File: config.mk
export PLATFORM = sky130hd
export DESIGN_NAME = ipm_ctrl
export DESIGN_NICKNAME = d
export VERILOG_FILES = /design/src/design/ipm_ext_group.v /design/src/design/ipm_clk_div.v /design/src/design/ipm_ctrl.v
export VERILOG_INCLUDE_DIRS = /design/src /design/src/design
export SDC_FILE = /design/constraint.sdc
export NUM_CORES = 1
export LEC_CHECK = 0
export ABC_AREA = 0
export BUFFER_PORTS_ARGS = -buffer_cell sky130_fd_sc_hd__buf_2
export CAP_MARGIN = 5
export CORE_UTILIZATION = 50
export DETAILED_ROUTE_END_ITERATION = 8
export GPL_TIMING_DRIVEN = 0
export PLACE_DENSITY = 0.75
export SETUP_SLACK_MARGIN = 0.1
export SYNTH_ARGS = -nofsm -noshare
export SYNTH_HDL_FRONTEND = slang
export SYNTH_SLANG_ARGS = --single-unit
File: constraint.sdc
create_clock -name i_sys_clk -period 3.7 [get_ports i_sys_clk]
set_clock_uncertainty 0.15 [all_clocks]
set_input_delay 0.555 -clock i_sys_clk [delete_from_list [all_inputs] [get_ports i_sys_clk]]
set_output_delay 0.555 -clock i_sys_clk [all_outputs]
set_load 0.02 [all_outputs]
File: src/design/ipm_defs.vh
// Contract
// RULE_01 - trap instruction is always taken, regardless of the global mask bit.
// RULE_02 - external vector taken only when request occurred and mask bit clear.
// RULE_03 - external interrupt requests wake the processor from halt.
// RULE_04 - each external group's sensitivity is chosen by a software setting.
// RULE_05 - edge requests are latched; latch clears when service routine is entered.
// RULE_06 - enabled pins of one group are NANDed before the detector.
// RULE_07 - a low enabled pin blocks the group request, even with rising edge.
// RULE_08 - peripheral flag interrupts only when mask clear and enable set, else pending.
// RULE_09 - peripheral request clears on write 0 or status access then associated access.
// RULE_10 - clear sequence resets the latch, discarding a pending, not-enabled request.
// RULE_11 - fixed descending vector map from the top of memory down.
// RULE_12 - only reset and the two external groups wake from halt.
// RULE_13 - after reset run mode with cpu clock at oscillator divided by 2.
// RULE_14 - slow enable bit plus two-bit select gives division by 4, 8, 16 or 32.
// RULE_15 - wait entered during slow mode gives slow-wait, keeping reduced rate.
// RULE_16 - wait stops cpu, peripherals run, mask bit forced to 0.
// RULE_17 - in wait any interrupt or reset wakes cpu toward its service routine.
// RULE_18 - halt stops oscillator and all internal and peripheral clocks.
// RULE_19 - on halt exit restart oscillator and wait 4096 cpu cycles before service; code waits 4096 oscillator cycles.
// RULE_20 - entering halt forces the mask bit to zero.
// RULE_21 - option bit decides halt/watchdog compatibility; else halt may cause reset.
// RULE_22 - condition codes pushed before service; mask set during it, cleared on restore; code restores the pushed mask value.
// RULE_23 - simultaneous enabled requests serviced in fixed hardware priority order.
// RULE_24 - on entry finish instruction, save registers, set mask, then fetch vector.
// RULE_25 - unused vector slots are never selected.
`ifndef IPM_DEFS_VH
`define IPM_DEFS_VH

// ************************************************************
// vector addresses, low byte of each pair
// ************************************************************
`define IPM_VEC_RESET     16'hfffe
`define IPM_VEC_TRAP      16'hfffc
`define IPM_VEC_EXT_A     16'hfffa
`define IPM_VEC_EXT_B     16'hfff8
`define IPM_VEC_CLK_GUARD 16'hfff6
`define IPM_VEC_SPI       16'hfff4
`define IPM_VEC_TIMER_A   16'hfff2
`define IPM_VEC_TIMER_B   16'hffee
`define IPM_VEC_I2C       16'hffe4

// ************************************************************
// peripheral source indices
// ************************************************************
`define IPM_NPER          4
`define IPM_PER_CLK_GUARD 0
`define IPM_PER_SPI       1
`define IPM_PER_TIMER_A   2
`define IPM_PER_TIMER_B   3

// ************************************************************
// sensitivity encodings (2 bits per external group)
// ************************************************************
`define IPM_SENS_FALL_LOW 2'h0
`define IPM_SENS_RISE     2'h1
`define IPM_SENS_FALL     2'h2
`define IPM_SENS_BOTH     2'h3

// ************************************************************
// clock dividers and timing
// ************************************************************
`define IPM_DIV_RUN       6'h02
`define IPM_DIV_SLOW0     6'h04
`define IPM_DIV_SLOW1     6'h08
`define IPM_DIV_SLOW2     6'h10
`define IPM_DIV_SLOW3     6'h20
`define IPM_HALT_WAKE_CYC 4096

// ************************************************************
// power states
// ************************************************************
`define IPM_PS_RUN        2'h0
`define IPM_PS_WAIT       2'h1
`define IPM_PS_HALT       2'h2
`define IPM_PS_WAKE       2'h3

`endif

File: src/design/ipm_ext_group.v
`include "ipm_defs.vh"

// one external interrupt group: NAND combine, sync, detect, latch
module ipm_ext_group (
    // clock and reset
    input  wire       i_sys_clk,
    input  wire       i_rst,
    input  wire       i_ce,
    // pins and configuration
    input  wire [7:0] i_pins,
    input  wire [7:0] i_pin_irq_en,
    input  wire [1:0] i_sens,
    input  wire       i_ack,
    // request
    output wire       o_req
);

    reg  [1:0] sync;
    reg        prev;
    reg        latch;
    reg  [1:0] sens_q;
    wire       level;
    wire       rise;
    wire       fall;
    wire       cfg_chg;

    // low pin with irq enabled forces combined level low, blocking rising edges
    wire       nand_in = ~(&(i_pins | ~i_pin_irq_en));         // see RULE_06 see RULE_07

    assign level   = sync[1];
    assign rise    = level & ~prev;
    assign fall    = ~level & prev;
    assign cfg_chg = (sens_q != i_sens);

    always @(posedge i_sys_clk or posedge i_rst) begin
        if (i_rst) begin
            sync   <= 2'h3;
            prev   <= 1'b1;
            latch  <= 1'b0;
            sens_q <= `IPM_SENS_FALL_LOW;
        end else if (i_ce) begin
            sync   <= {sync[0], ~nand_in};
            prev   <= level;
            sens_q <= i_sens;
            // edge capture wins over ack; sensitivity change discards pending
            if ((i_sens == `IPM_SENS_RISE && rise) ||
                ((i_sens == `IPM_SENS_FALL || i_sens == `IPM_SENS_FALL_LOW) && fall) ||
                (i_sens == `IPM_SENS_BOTH && (rise | fall)))
                latch <= 1'b1;                                 // see RULE_05 see RULE_04
            else if (i_ack || cfg_chg)
                latch <= 1'b0;                                 // see RULE_05
        end
    end

    // falling-edge-and-low mode: latched fall or present low level
    assign o_req = latch | (i_sens == `IPM_SENS_FALL_LOW && ~level);   // see RULE_04

endmodule // ipm_ext_group

File: src/design/ipm_clk_div.v
`include "ipm_defs.vh"

// cpu clock enable generator: one pulse every div oscillator cycles
module ipm_clk_div (
    // clock and reset
    input  wire       i_sys_clk,
    input  wire       i_rst,
    input  wire       i_ce,
    // control
    input  wire       i_run,
    input  wire [5:0] i_div,
    // tick
    output reg        o_tick
);

    reg [5:0] cnt;

    always @(posedge i_sys_clk or posedge i_rst) begin
        if (i_rst) begin
            cnt    <= 6'h00;
            o_tick <= 1'b0;
        end else if (i_ce) begin
            if (!i_run) begin
                cnt    <= 6'h00;
                o_tick <= 1'b0;
            end else if (cnt >= i_div - 6'h01) begin
                cnt    <= 6'h00;
                o_tick <= 1'b1;
            end else begin
                cnt    <= cnt + 6'h01;
                o_tick <= 1'b0;
            end
        end
    end

endmodule // ipm_clk_div

File: src/design/ipm_ctrl.v
`include "ipm_defs.vh"

module ipm_ctrl #(
    parameter HALT_WAKE_CYC = `IPM_HALT_WAKE_CYC
) (
    // clock, reset, enable
    input  wire                  i_sys_clk,
    input  wire                  i_rst,
    input  wire                  i_ce,
    // cpu instruction events (one cycle pulses)
    input  wire                  i_instr_done,
    input  wire                  i_trap_instr,
    input  wire                  i_wait_for_irq_instr,
    input  wire                  i_halt_instr,
    input  wire                  i_return_from_irq_instr,
    input  wire                  i_ack,
    // condition code mask bit from cpu (restored value on return)
    input  wire                  i_restored_mask,
    // external pins, group a and b
    input  wire [7:0]            i_ext_pins_a,
    input  wire [7:0]            i_ext_pins_b,
    input  wire [7:0]            i_ext_en_a,
    input  wire [7:0]            i_ext_en_b,
    // misc_control_reg fields
    input  wire [1:0]            i_sens_a,
    input  wire [1:0]            i_sens_b,
    input  wire                  i_slow_enable_bit,
    input  wire [1:0]            i_slow_divider_select,
    // peripheral flags and clear strobes
    input  wire [`IPM_NPER-1:0]  i_per_flag_set,
    input  wire [`IPM_NPER-1:0]  i_per_en,
    input  wire [`IPM_NPER-1:0]  i_per_wr_zero,
    input  wire [`IPM_NPER-1:0]  i_per_status_access,
    input  wire [`IPM_NPER-1:0]  i_per_assoc_access,
    input  wire                  i_i2c_req,
    // watchdog
    input  wire                  i_watchdog_halt_option,
    input  wire                  i_watchdog_enabled,
    // cpu side outputs
    output reg                   o_irq_take,
    output reg  [15:0]           o_vector,
    output reg                   o_save_ctx,
    output reg                   o_global_mask,
    output wire                  o_cpu_stall,
    output wire                  o_cpu_tick,
    output wire                  o_periph_tick,
    // oscillator and status
    output reg                   o_osc_enable,
    output reg                   o_watchdog_reset,
    output reg  [1:0]            o_power_state,
    output wire                  o_slow_active,
    output wire [`IPM_NPER-1:0]  o_per_pending
);

    // ************************************************************
    // functions
    // ************************************************************
    function [5:0] slow_div;
        input [1:0] sel;
        begin
            case (sel)
                2'h0:    slow_div = `IPM_DIV_SLOW0;
                2'h1:    slow_div = `IPM_DIV_SLOW1;
                2'h2:    slow_div = `IPM_DIV_SLOW2;
                default: slow_div = `IPM_DIV_SLOW3;
            endcase
        end
    endfunction

    // ************************************************************
    // external groups
    // ************************************************************
    wire ext_req_a;
    wire ext_req_b;
    reg  ack_ext_a;
    reg  ack_ext_b;
    reg  [7:0] pa_s1, pa_s2, pb_s1, pb_s2;

    // pins cross from outside; two flops before the group logic
    always @(posedge i_sys_clk or posedge i_rst) begin
        if (i_rst) begin
            pa_s1 <= 8'hff;
            pa_s2 <= 8'hff;
            pb_s1 <= 8'hff;
            pb_s2 <= 8'hff;
        end else if (i_ce) begin
            pa_s1 <= i_ext_pins_a;
            pa_s2 <= pa_s1;
            pb_s1 <= i_ext_pins_b;
            pb_s2 <= pb_s1;
        end
    end

    // groups keep clocking in halt so a pin edge can start the wake-up
    ipm_ext_group u_grp_a (
        .i_sys_clk    (i_sys_clk),
        .i_rst        (i_rst),
        .i_ce         (i_ce),
        .i_pins       (pa_s2),
        .i_pin_irq_en (i_ext_en_a),
        .i_sens       (i_sens_a),
        .i_ack        (ack_ext_a),
        .o_req        (ext_req_a)
    );

    ipm_ext_group u_grp_b (
        .i_sys_clk    (i_sys_clk),
        .i_rst        (i_rst),
        .i_ce         (i_ce),
        .i_pins       (pb_s2),
        .i_pin_irq_en (i_ext_en_b),
        .i_sens       (i_sens_b),
        .i_ack        (ack_ext_b),
        .o_req        (ext_req_b)
    );

    // ************************************************************
    // peripheral pending latches
    // ************************************************************
    reg  [`IPM_NPER-1:0] per_pend;
    reg  [`IPM_NPER-1:0] status_seen;
    wire [`IPM_NPER-1:0] per_clear;

    assign per_clear = i_per_wr_zero | (status_seen & i_per_assoc_access);   // see RULE_09

    always @(posedge i_sys_clk or posedge i_rst) begin
        if (i_rst) begin
            per_pend    <= {`IPM_NPER{1'b0}};
            status_seen <= {`IPM_NPER{1'b0}};
        end else if (i_ce && o_periph_tick) begin
            // new flag event wins over a clear in the same cycle
            per_pend    <= i_per_flag_set | (per_pend & ~per_clear);       // see RULE_10 see RULE_08
            status_seen <= (status_seen | (i_per_status_access & per_pend)) & ~per_clear;
        end
    end

    assign o_per_pending = per_pend;

    // ************************************************************
    // priority and vector select
    // ************************************************************
    wire [`IPM_NPER-1:0] per_act = per_pend & i_per_en;      // see RULE_08
    wire i2c_act = i_i2c_req;
    wire mask_req = ext_req_a | ext_req_b | (|per_act) | i2c_act;
    reg  trap_pend;
    reg  [15:0] next_vec;
    reg  [2:0]  next_src;

    // fixed order; unused slots have no source so never appear here
    always @* begin
        next_vec = `IPM_VEC_TRAP;
        next_src = 3'h0;
        if (trap_pend) begin
            next_vec = `IPM_VEC_TRAP;                          // see RULE_01
            next_src = 3'h1;
        end else if (!o_global_mask) begin                    // see RULE_02
            if (ext_req_a) begin
                next_vec = `IPM_VEC_EXT_A;                     // see RULE_23 see RULE_11
                next_src = 3'h2;
            end else if (ext_req_b) begin
                next_vec = `IPM_VEC_EXT_B;
                next_src = 3'h3;
            end else if (per_act[`IPM_PER_CLK_GUARD]) begin
                next_vec = `IPM_VEC_CLK_GUARD;
                next_src = 3'h4;
            end else if (per_act[`IPM_PER_SPI]) begin
                next_vec = `IPM_VEC_SPI;
                next_src = 3'h4;
            end else if (per_act[`IPM_PER_TIMER_A]) begin
                next_vec = `IPM_VEC_TIMER_A;
                next_src = 3'h4;
            end else if (per_act[`IPM_PER_TIMER_B]) begin
                next_vec = `IPM_VEC_TIMER_B;
                next_src = 3'h4;
            end else if (i2c_act) begin
                next_vec = `IPM_VEC_I2C;                       // see RULE_25
                next_src = 3'h4;
            end
        end
    end

    // ************************************************************
    // power mode state machine
    // ************************************************************
    localparam [12:0] WAKE_LAST = HALT_WAKE_CYC[12:0] - 13'h0001;
    reg  [12:0] wake_cnt;
    wire        wake_halt = ext_req_a | ext_req_b;           // see RULE_12 see RULE_03
    wire        in_run    = (o_power_state == `IPM_PS_RUN);
    wire [5:0]  cur_div   = i_slow_enable_bit ? slow_div(i_slow_divider_select)
                                              : `IPM_DIV_RUN;   // see RULE_13 see RULE_14
    wire        div_run   = (o_power_state != `IPM_PS_HALT);

    // slow-wait keeps cur_div while cpu is gated
    ipm_clk_div u_div (                                        // see RULE_15
        .i_sys_clk (i_sys_clk),
        .i_rst     (i_rst),
        .i_ce      (i_ce),
        .i_run     (div_run),
        .i_div     (cur_div),
        .o_tick    (o_periph_tick)
    );

    assign o_cpu_tick    = o_periph_tick & in_run;           // see RULE_16 see RULE_18
    assign o_cpu_stall   = ~in_run;
    assign o_slow_active = i_slow_enable_bit;

    always @(posedge i_sys_clk or posedge i_rst) begin
        if (i_rst) begin
            o_power_state    <= `IPM_PS_RUN;
            o_global_mask    <= 1'b1;
            o_osc_enable     <= 1'b1;
            o_irq_take       <= 1'b0;
            o_save_ctx       <= 1'b0;
            o_vector         <= `IPM_VEC_RESET;
            o_watchdog_reset <= 1'b0;
            trap_pend        <= 1'b0;
            ack_ext_a        <= 1'b0;
            ack_ext_b        <= 1'b0;
            wake_cnt         <= 13'h0000;
        end else if (i_ce) begin
            o_irq_take       <= 1'b0;
            o_save_ctx       <= 1'b0;
            o_watchdog_reset <= 1'b0;
            ack_ext_a        <= 1'b0;
            ack_ext_b        <= 1'b0;
            if (i_trap_instr)
                trap_pend <= 1'b1;                             // see RULE_01
            if (i_return_from_irq_instr) begin
                o_global_mask <= i_restored_mask;              // see RULE_22
            end
            case (o_power_state)
                `IPM_PS_RUN: begin
                    if (i_halt_instr) begin
                        o_global_mask <= 1'b0;                 // see RULE_20
                        if (i_watchdog_enabled && !i_watchdog_halt_option)
                            o_watchdog_reset <= 1'b1;          // see RULE_21
                        else begin
                            o_power_state <= `IPM_PS_HALT;
                            o_osc_enable  <= 1'b0;             // see RULE_18
                        end
                    end else if (i_wait_for_irq_instr) begin
                        o_global_mask <= 1'b0;                 // see RULE_16
                        o_power_state <= `IPM_PS_WAIT;
                    end else if (i_instr_done && next_src != 3'h0 && !o_irq_take) begin
                        // take at instruction boundary: save, set mask, vector
                        o_irq_take    <= 1'b1;                 // see RULE_24
                        o_save_ctx    <= 1'b1;                 // see RULE_22
                        o_vector      <= next_vec;
                        o_global_mask <= 1'b1;
                        if (next_src == 3'h1 && !i_trap_instr)
                            trap_pend <= 1'b0;
                        ack_ext_a <= (next_src == 3'h2);       // see RULE_05
                        ack_ext_b <= (next_src == 3'h3);
                    end
                end
                `IPM_PS_WAIT: begin
                    if (mask_req)
                        o_power_state <= `IPM_PS_RUN;          // see RULE_17
                end
                `IPM_PS_HALT: begin
                    if (wake_halt) begin
                        o_osc_enable  <= 1'b1;                 // see RULE_19
                        wake_cnt      <= 13'h0000;
                        o_power_state <= `IPM_PS_WAKE;
                    end
                end
                `IPM_PS_WAKE: begin
                    // oscillator settle before the cpu resumes
                    if (wake_cnt == WAKE_LAST)
                        o_power_state <= `IPM_PS_RUN;          // see RULE_19
                    else
                        wake_cnt <= wake_cnt + 13'h0001;
                end
                default: o_power_state <= `IPM_PS_RUN;
            endcase
        end
    end

endmodule // ipm_ctrl

==> metrics <==
sw frac 0.352; leakage 2.39 nW; Max Root-Sink Buffers 2; Post-Syn Instances 424; Post-CTS Setup Repair Bufs 0; IO buf count 88; final number of setup-violating endpoints 0; initial antenna violation count 2; Die X 96.2 µm; Worst IR Drop VDD 0.283 mV; All-Layer GR Usage 0.232; Die H 96.2 µm; largest family of logic cells by synthesized area compound AO/OA/AOI/OAI gates; post-route cell area 5310 µm²; RSZ-0062 raised after global routing false; post-synthesis simple-gate area fraction 0.142; DP Wirelength 7.24 mm; Synth Area in Adders 0.0310; drt wl/cell 15.0 µm; Max Slew Vio Count 0; top_reg_cell synth dfstp_2; RD Place Congestion 0.819; mux contribution to synthesized area 0.118; first-pass GRT wire length 16.3 mm; Max FO, Critical Path 8; EDFF count, synth 0; Post-Route WL 9.73 mm; YS warnings 0; R2R Path End o_vector[2]$_DFFE_PP1P_; sequential share of power 0.474; full die area 9260 µm²; Via density 5.39; drt first pass iters 4; TritonCTS clock tree built; XOR/XNOR Fraction of Synth Area 0.00986; Final #Nets 618; Pwr Density 543 nW/µm²; worst reg2reg path startpoint o_power_state[1]$_DFFE_PP0P_; Placement Cell Area 5090 µm²; cell breakdown of the critical path or2_1 -> clkbuf_1 -> nor2_1 -> buf_2; largest stage delay on the critical path 0.47 ns; post-CTS sizing 0; Synth Area in Compound Gates 0.143; Worst setup EP type output port; outcome finished, final reports clean; crit path launch type register; hold buffers post-CTS 0; CP Data Arrival Time 1.54 ns; setup_tns 0 ns; share of layout cells above drive strength 1 0.406; max-cap check violation count 0; Reg clk slew, reported paths 0.09 ns; Gate power share 0.282; area of the mapped netlist 4440 µm²; register area share after synthesis 0.491; Clock power frac 0.244; Worst Reg-to-Reg Cells 7; register-to-register setup slack 1.48 ns; largest net degree at the start of global routing 54; H-tree levels 3; drt drc 0; I/O pins 103; Antenna Nets Post-Route 0; CTS Root Cell clkbuf_8; Rel. slew slack 0.573; synthesized area per cell 10.5 µm²; final worst-path cycle share 0.607; worst min path class primary input to asynchronous set/reset pin; Sink Count 85; critical setup path kind register to output port; post-synthesis async set-or-reset flop share 1.00; vias in the first global route 3,449; CP max stage cell dfrtp_1; CTS Buf Count 9; Clk Latency, worst-skew pair 0.37 ns; Fmax 445 MHz; Distinct cells, synth 57; Psw 0.00101 W; Pint 0.00187 W; register bit total from synthesis 85; WP data required 2.99 ns; Final Hold Viols 0; initial cell density of the core 0.512; via count 3,496; DR iter-0 viols 144; num rows 34; final hold slack 0.0481 ns; grt ovf 0; Worst Max-Slew Pin Slew 0.636 ns; synth-to-layout area growth 19.6%; crit path time final 2.25 ns; core area 8680 µm²
-- metal layers --
layer	track usage	up-vias	routed length [µm]
li1	-	1711	-
met1	0.286	1670	4160
met2	0.400	102	4800
met3	0.0632	11	653
met4	0.0597	2	106
met5	0	-	13
-- power groups by stage --
stage	registers [W]	clock network [W]	logic (W)
final	0.00137	0.000702	0.000813
after global routing	0.00140	0.000755	0.000915
after CTS	0.00136	0.000722	0.000819
after floorplan	0.00141	0	0.000502
after global placement	0.00137	0	0.000779
after detailed placement	0.00138	0	0.000818
-- layout make-up --
type	instances	area [µm²]
fill	752	3370
sequential	85	2180
multi-input combinational	294	2020
timing repair buffer	89	468
clock buffer	12	188
buffer	28	174
tap	108	135
inverter	28	108
clock inverter	4	32.5
antenna	1	2.50
-- sequential cells by signal, summed over array words and instances (netlist names), 4 cells and up --
register and cells:
wake_cnt 13, o_vector 4, pb_s2 8, u_div.cnt 6
status_seen 4, pa_s2 8, pb_s1 8, pa_s1 8
o_per_pending 4
-- cell usage after synthesis, drive strengths merged, types with 2 or more instances --
master	number	area, µm²
o21a	2	15.0
conb	2	7.51
nand3	11	55.1
ha	11	138
a21o	2	15.0
nand4b	2	17.5
o211ai	3	36.3
a22o	5	43.8
nor3	16	90.1
o2111ai	2	17.5
xor2	5	43.8
o41ai	5	43.8
clkbuf	6	22.5
buf	22	151
mux2	41	473
nand2b	4	25.0
a21oi	15	75.1
dfstp	44	1160
or3	2	12.5
o2bb2ai	4	35.0
mux2i	5	50.1
or2	3	18.8
a31oi	2	12.5
nor4	7	62.6
a211oi	4	30.0
inv	28	105
o31ai	2	15.0
nor2	25	96.4
dfrtp	41	1030
o22ai	8	50.1
or4	7	56.3
nand4	2	18.8
nand2	40	150
o21ai	36	191
-- layout by cell type, fill, tap and decap left out, types with 5 or more instances in the layout --
| cell | synthesis | routed |
|---|---|---|
| a21oi_1 | 15 | 15 |
| a22o_1 | 5 | 5 |
| buf_1 | 5 | 5 |
| buf_2 | 1 | 89 |
| buf_4 | 14 | 14 |
| clkbuf_1 | 6 | 6 |
| clkbuf_8 | 0 | 10 |
| conb_1 | 2 | 13 |
| dfrtp_1 | 41 | 41 |
| dfstp_2 | 44 | 44 |
| ha_1 | 11 | 11 |
| inv_1 | 27 | 26 |
| mux2_2 | 38 | 38 |
| mux2i_1 | 5 | 5 |
| nand2_1 | 40 | 40 |
| nand3_1 | 11 | 11 |
| nor2_1 | 24 | 24 |
| nor3_1 | 14 | 14 |
| o21ai_0 | 29 | 29 |
| o21ai_1 | 6 | 6 |
| o22ai_1 | 8 | 8 |
| o41ai_1 | 5 | 5 |
| or4_1 | 6 | 6 |
| xor2_1 | 5 | 5 |
-- how the worst max path moves through the flow --
| stage | from | endpoint | slack [ns] |
|---|---|---|---|
| 5_1_grt | o_power_state[1]$_DFFE_PP0P_ | o_cpu_tick | 1.33 |
| 3_5_place_dp | i_ce | u_div.cnt[5]$_DFFE_PP0P_ | 1.30 |
| 2_1_floorplan | i_rst | ack_ext_a$_DFFE_PP0P_ | 0.87 |
| 6_report | o_power_state[1]$_DFFE_PP0P_ | o_cpu_tick | 1.45 |
| 4_1_cts | o_power_state[1]$_DFFE_PP0P_ | o_cpu_tick | 1.44 |
| 3_3_place_gp | i_rst | u_div.cnt[2]$_DFFE_PP0P_ | -0.14 |
-- logic make-up (layout without fill, tap and decap cells) --
group / Yosys count / after routing
AOI/OAI and AO/OA: 96 / 96
buffers and inverters: 56 / 161
adders and majority gates: 11 / 11
other: 2 / 14
and+or+nand+nor: 123 / 123
muxes: 46 / 46
xor gates and xnor gates: 5 / 5
DFF: 85 / 85
-- worst max-delay path: cells and delay by family, from the launching register on --
family | cells | cell delay [ns]
simple gates | 2 | 0.37
buf+inv | 2 | 0.36
flops | 1 | 0.47
-- through the flow --
step / setup WS [ns] / instances / util / total power [W]
floorplan: 0.874 / 435 / - / 0.00192
global placement: -0.141 / 631 / 0.583 / 0.00215
detailed placement: 1.30 / 632 / 0.586 / 0.00220
CTS: 1.44 / 648 / 0.612 / 0.00291
global route: 1.33 / 648 / 0.612 / 0.00307
finish: 1.45 / 649 / 0.612 / 0.00288
(Power assumes the default switching activity.)
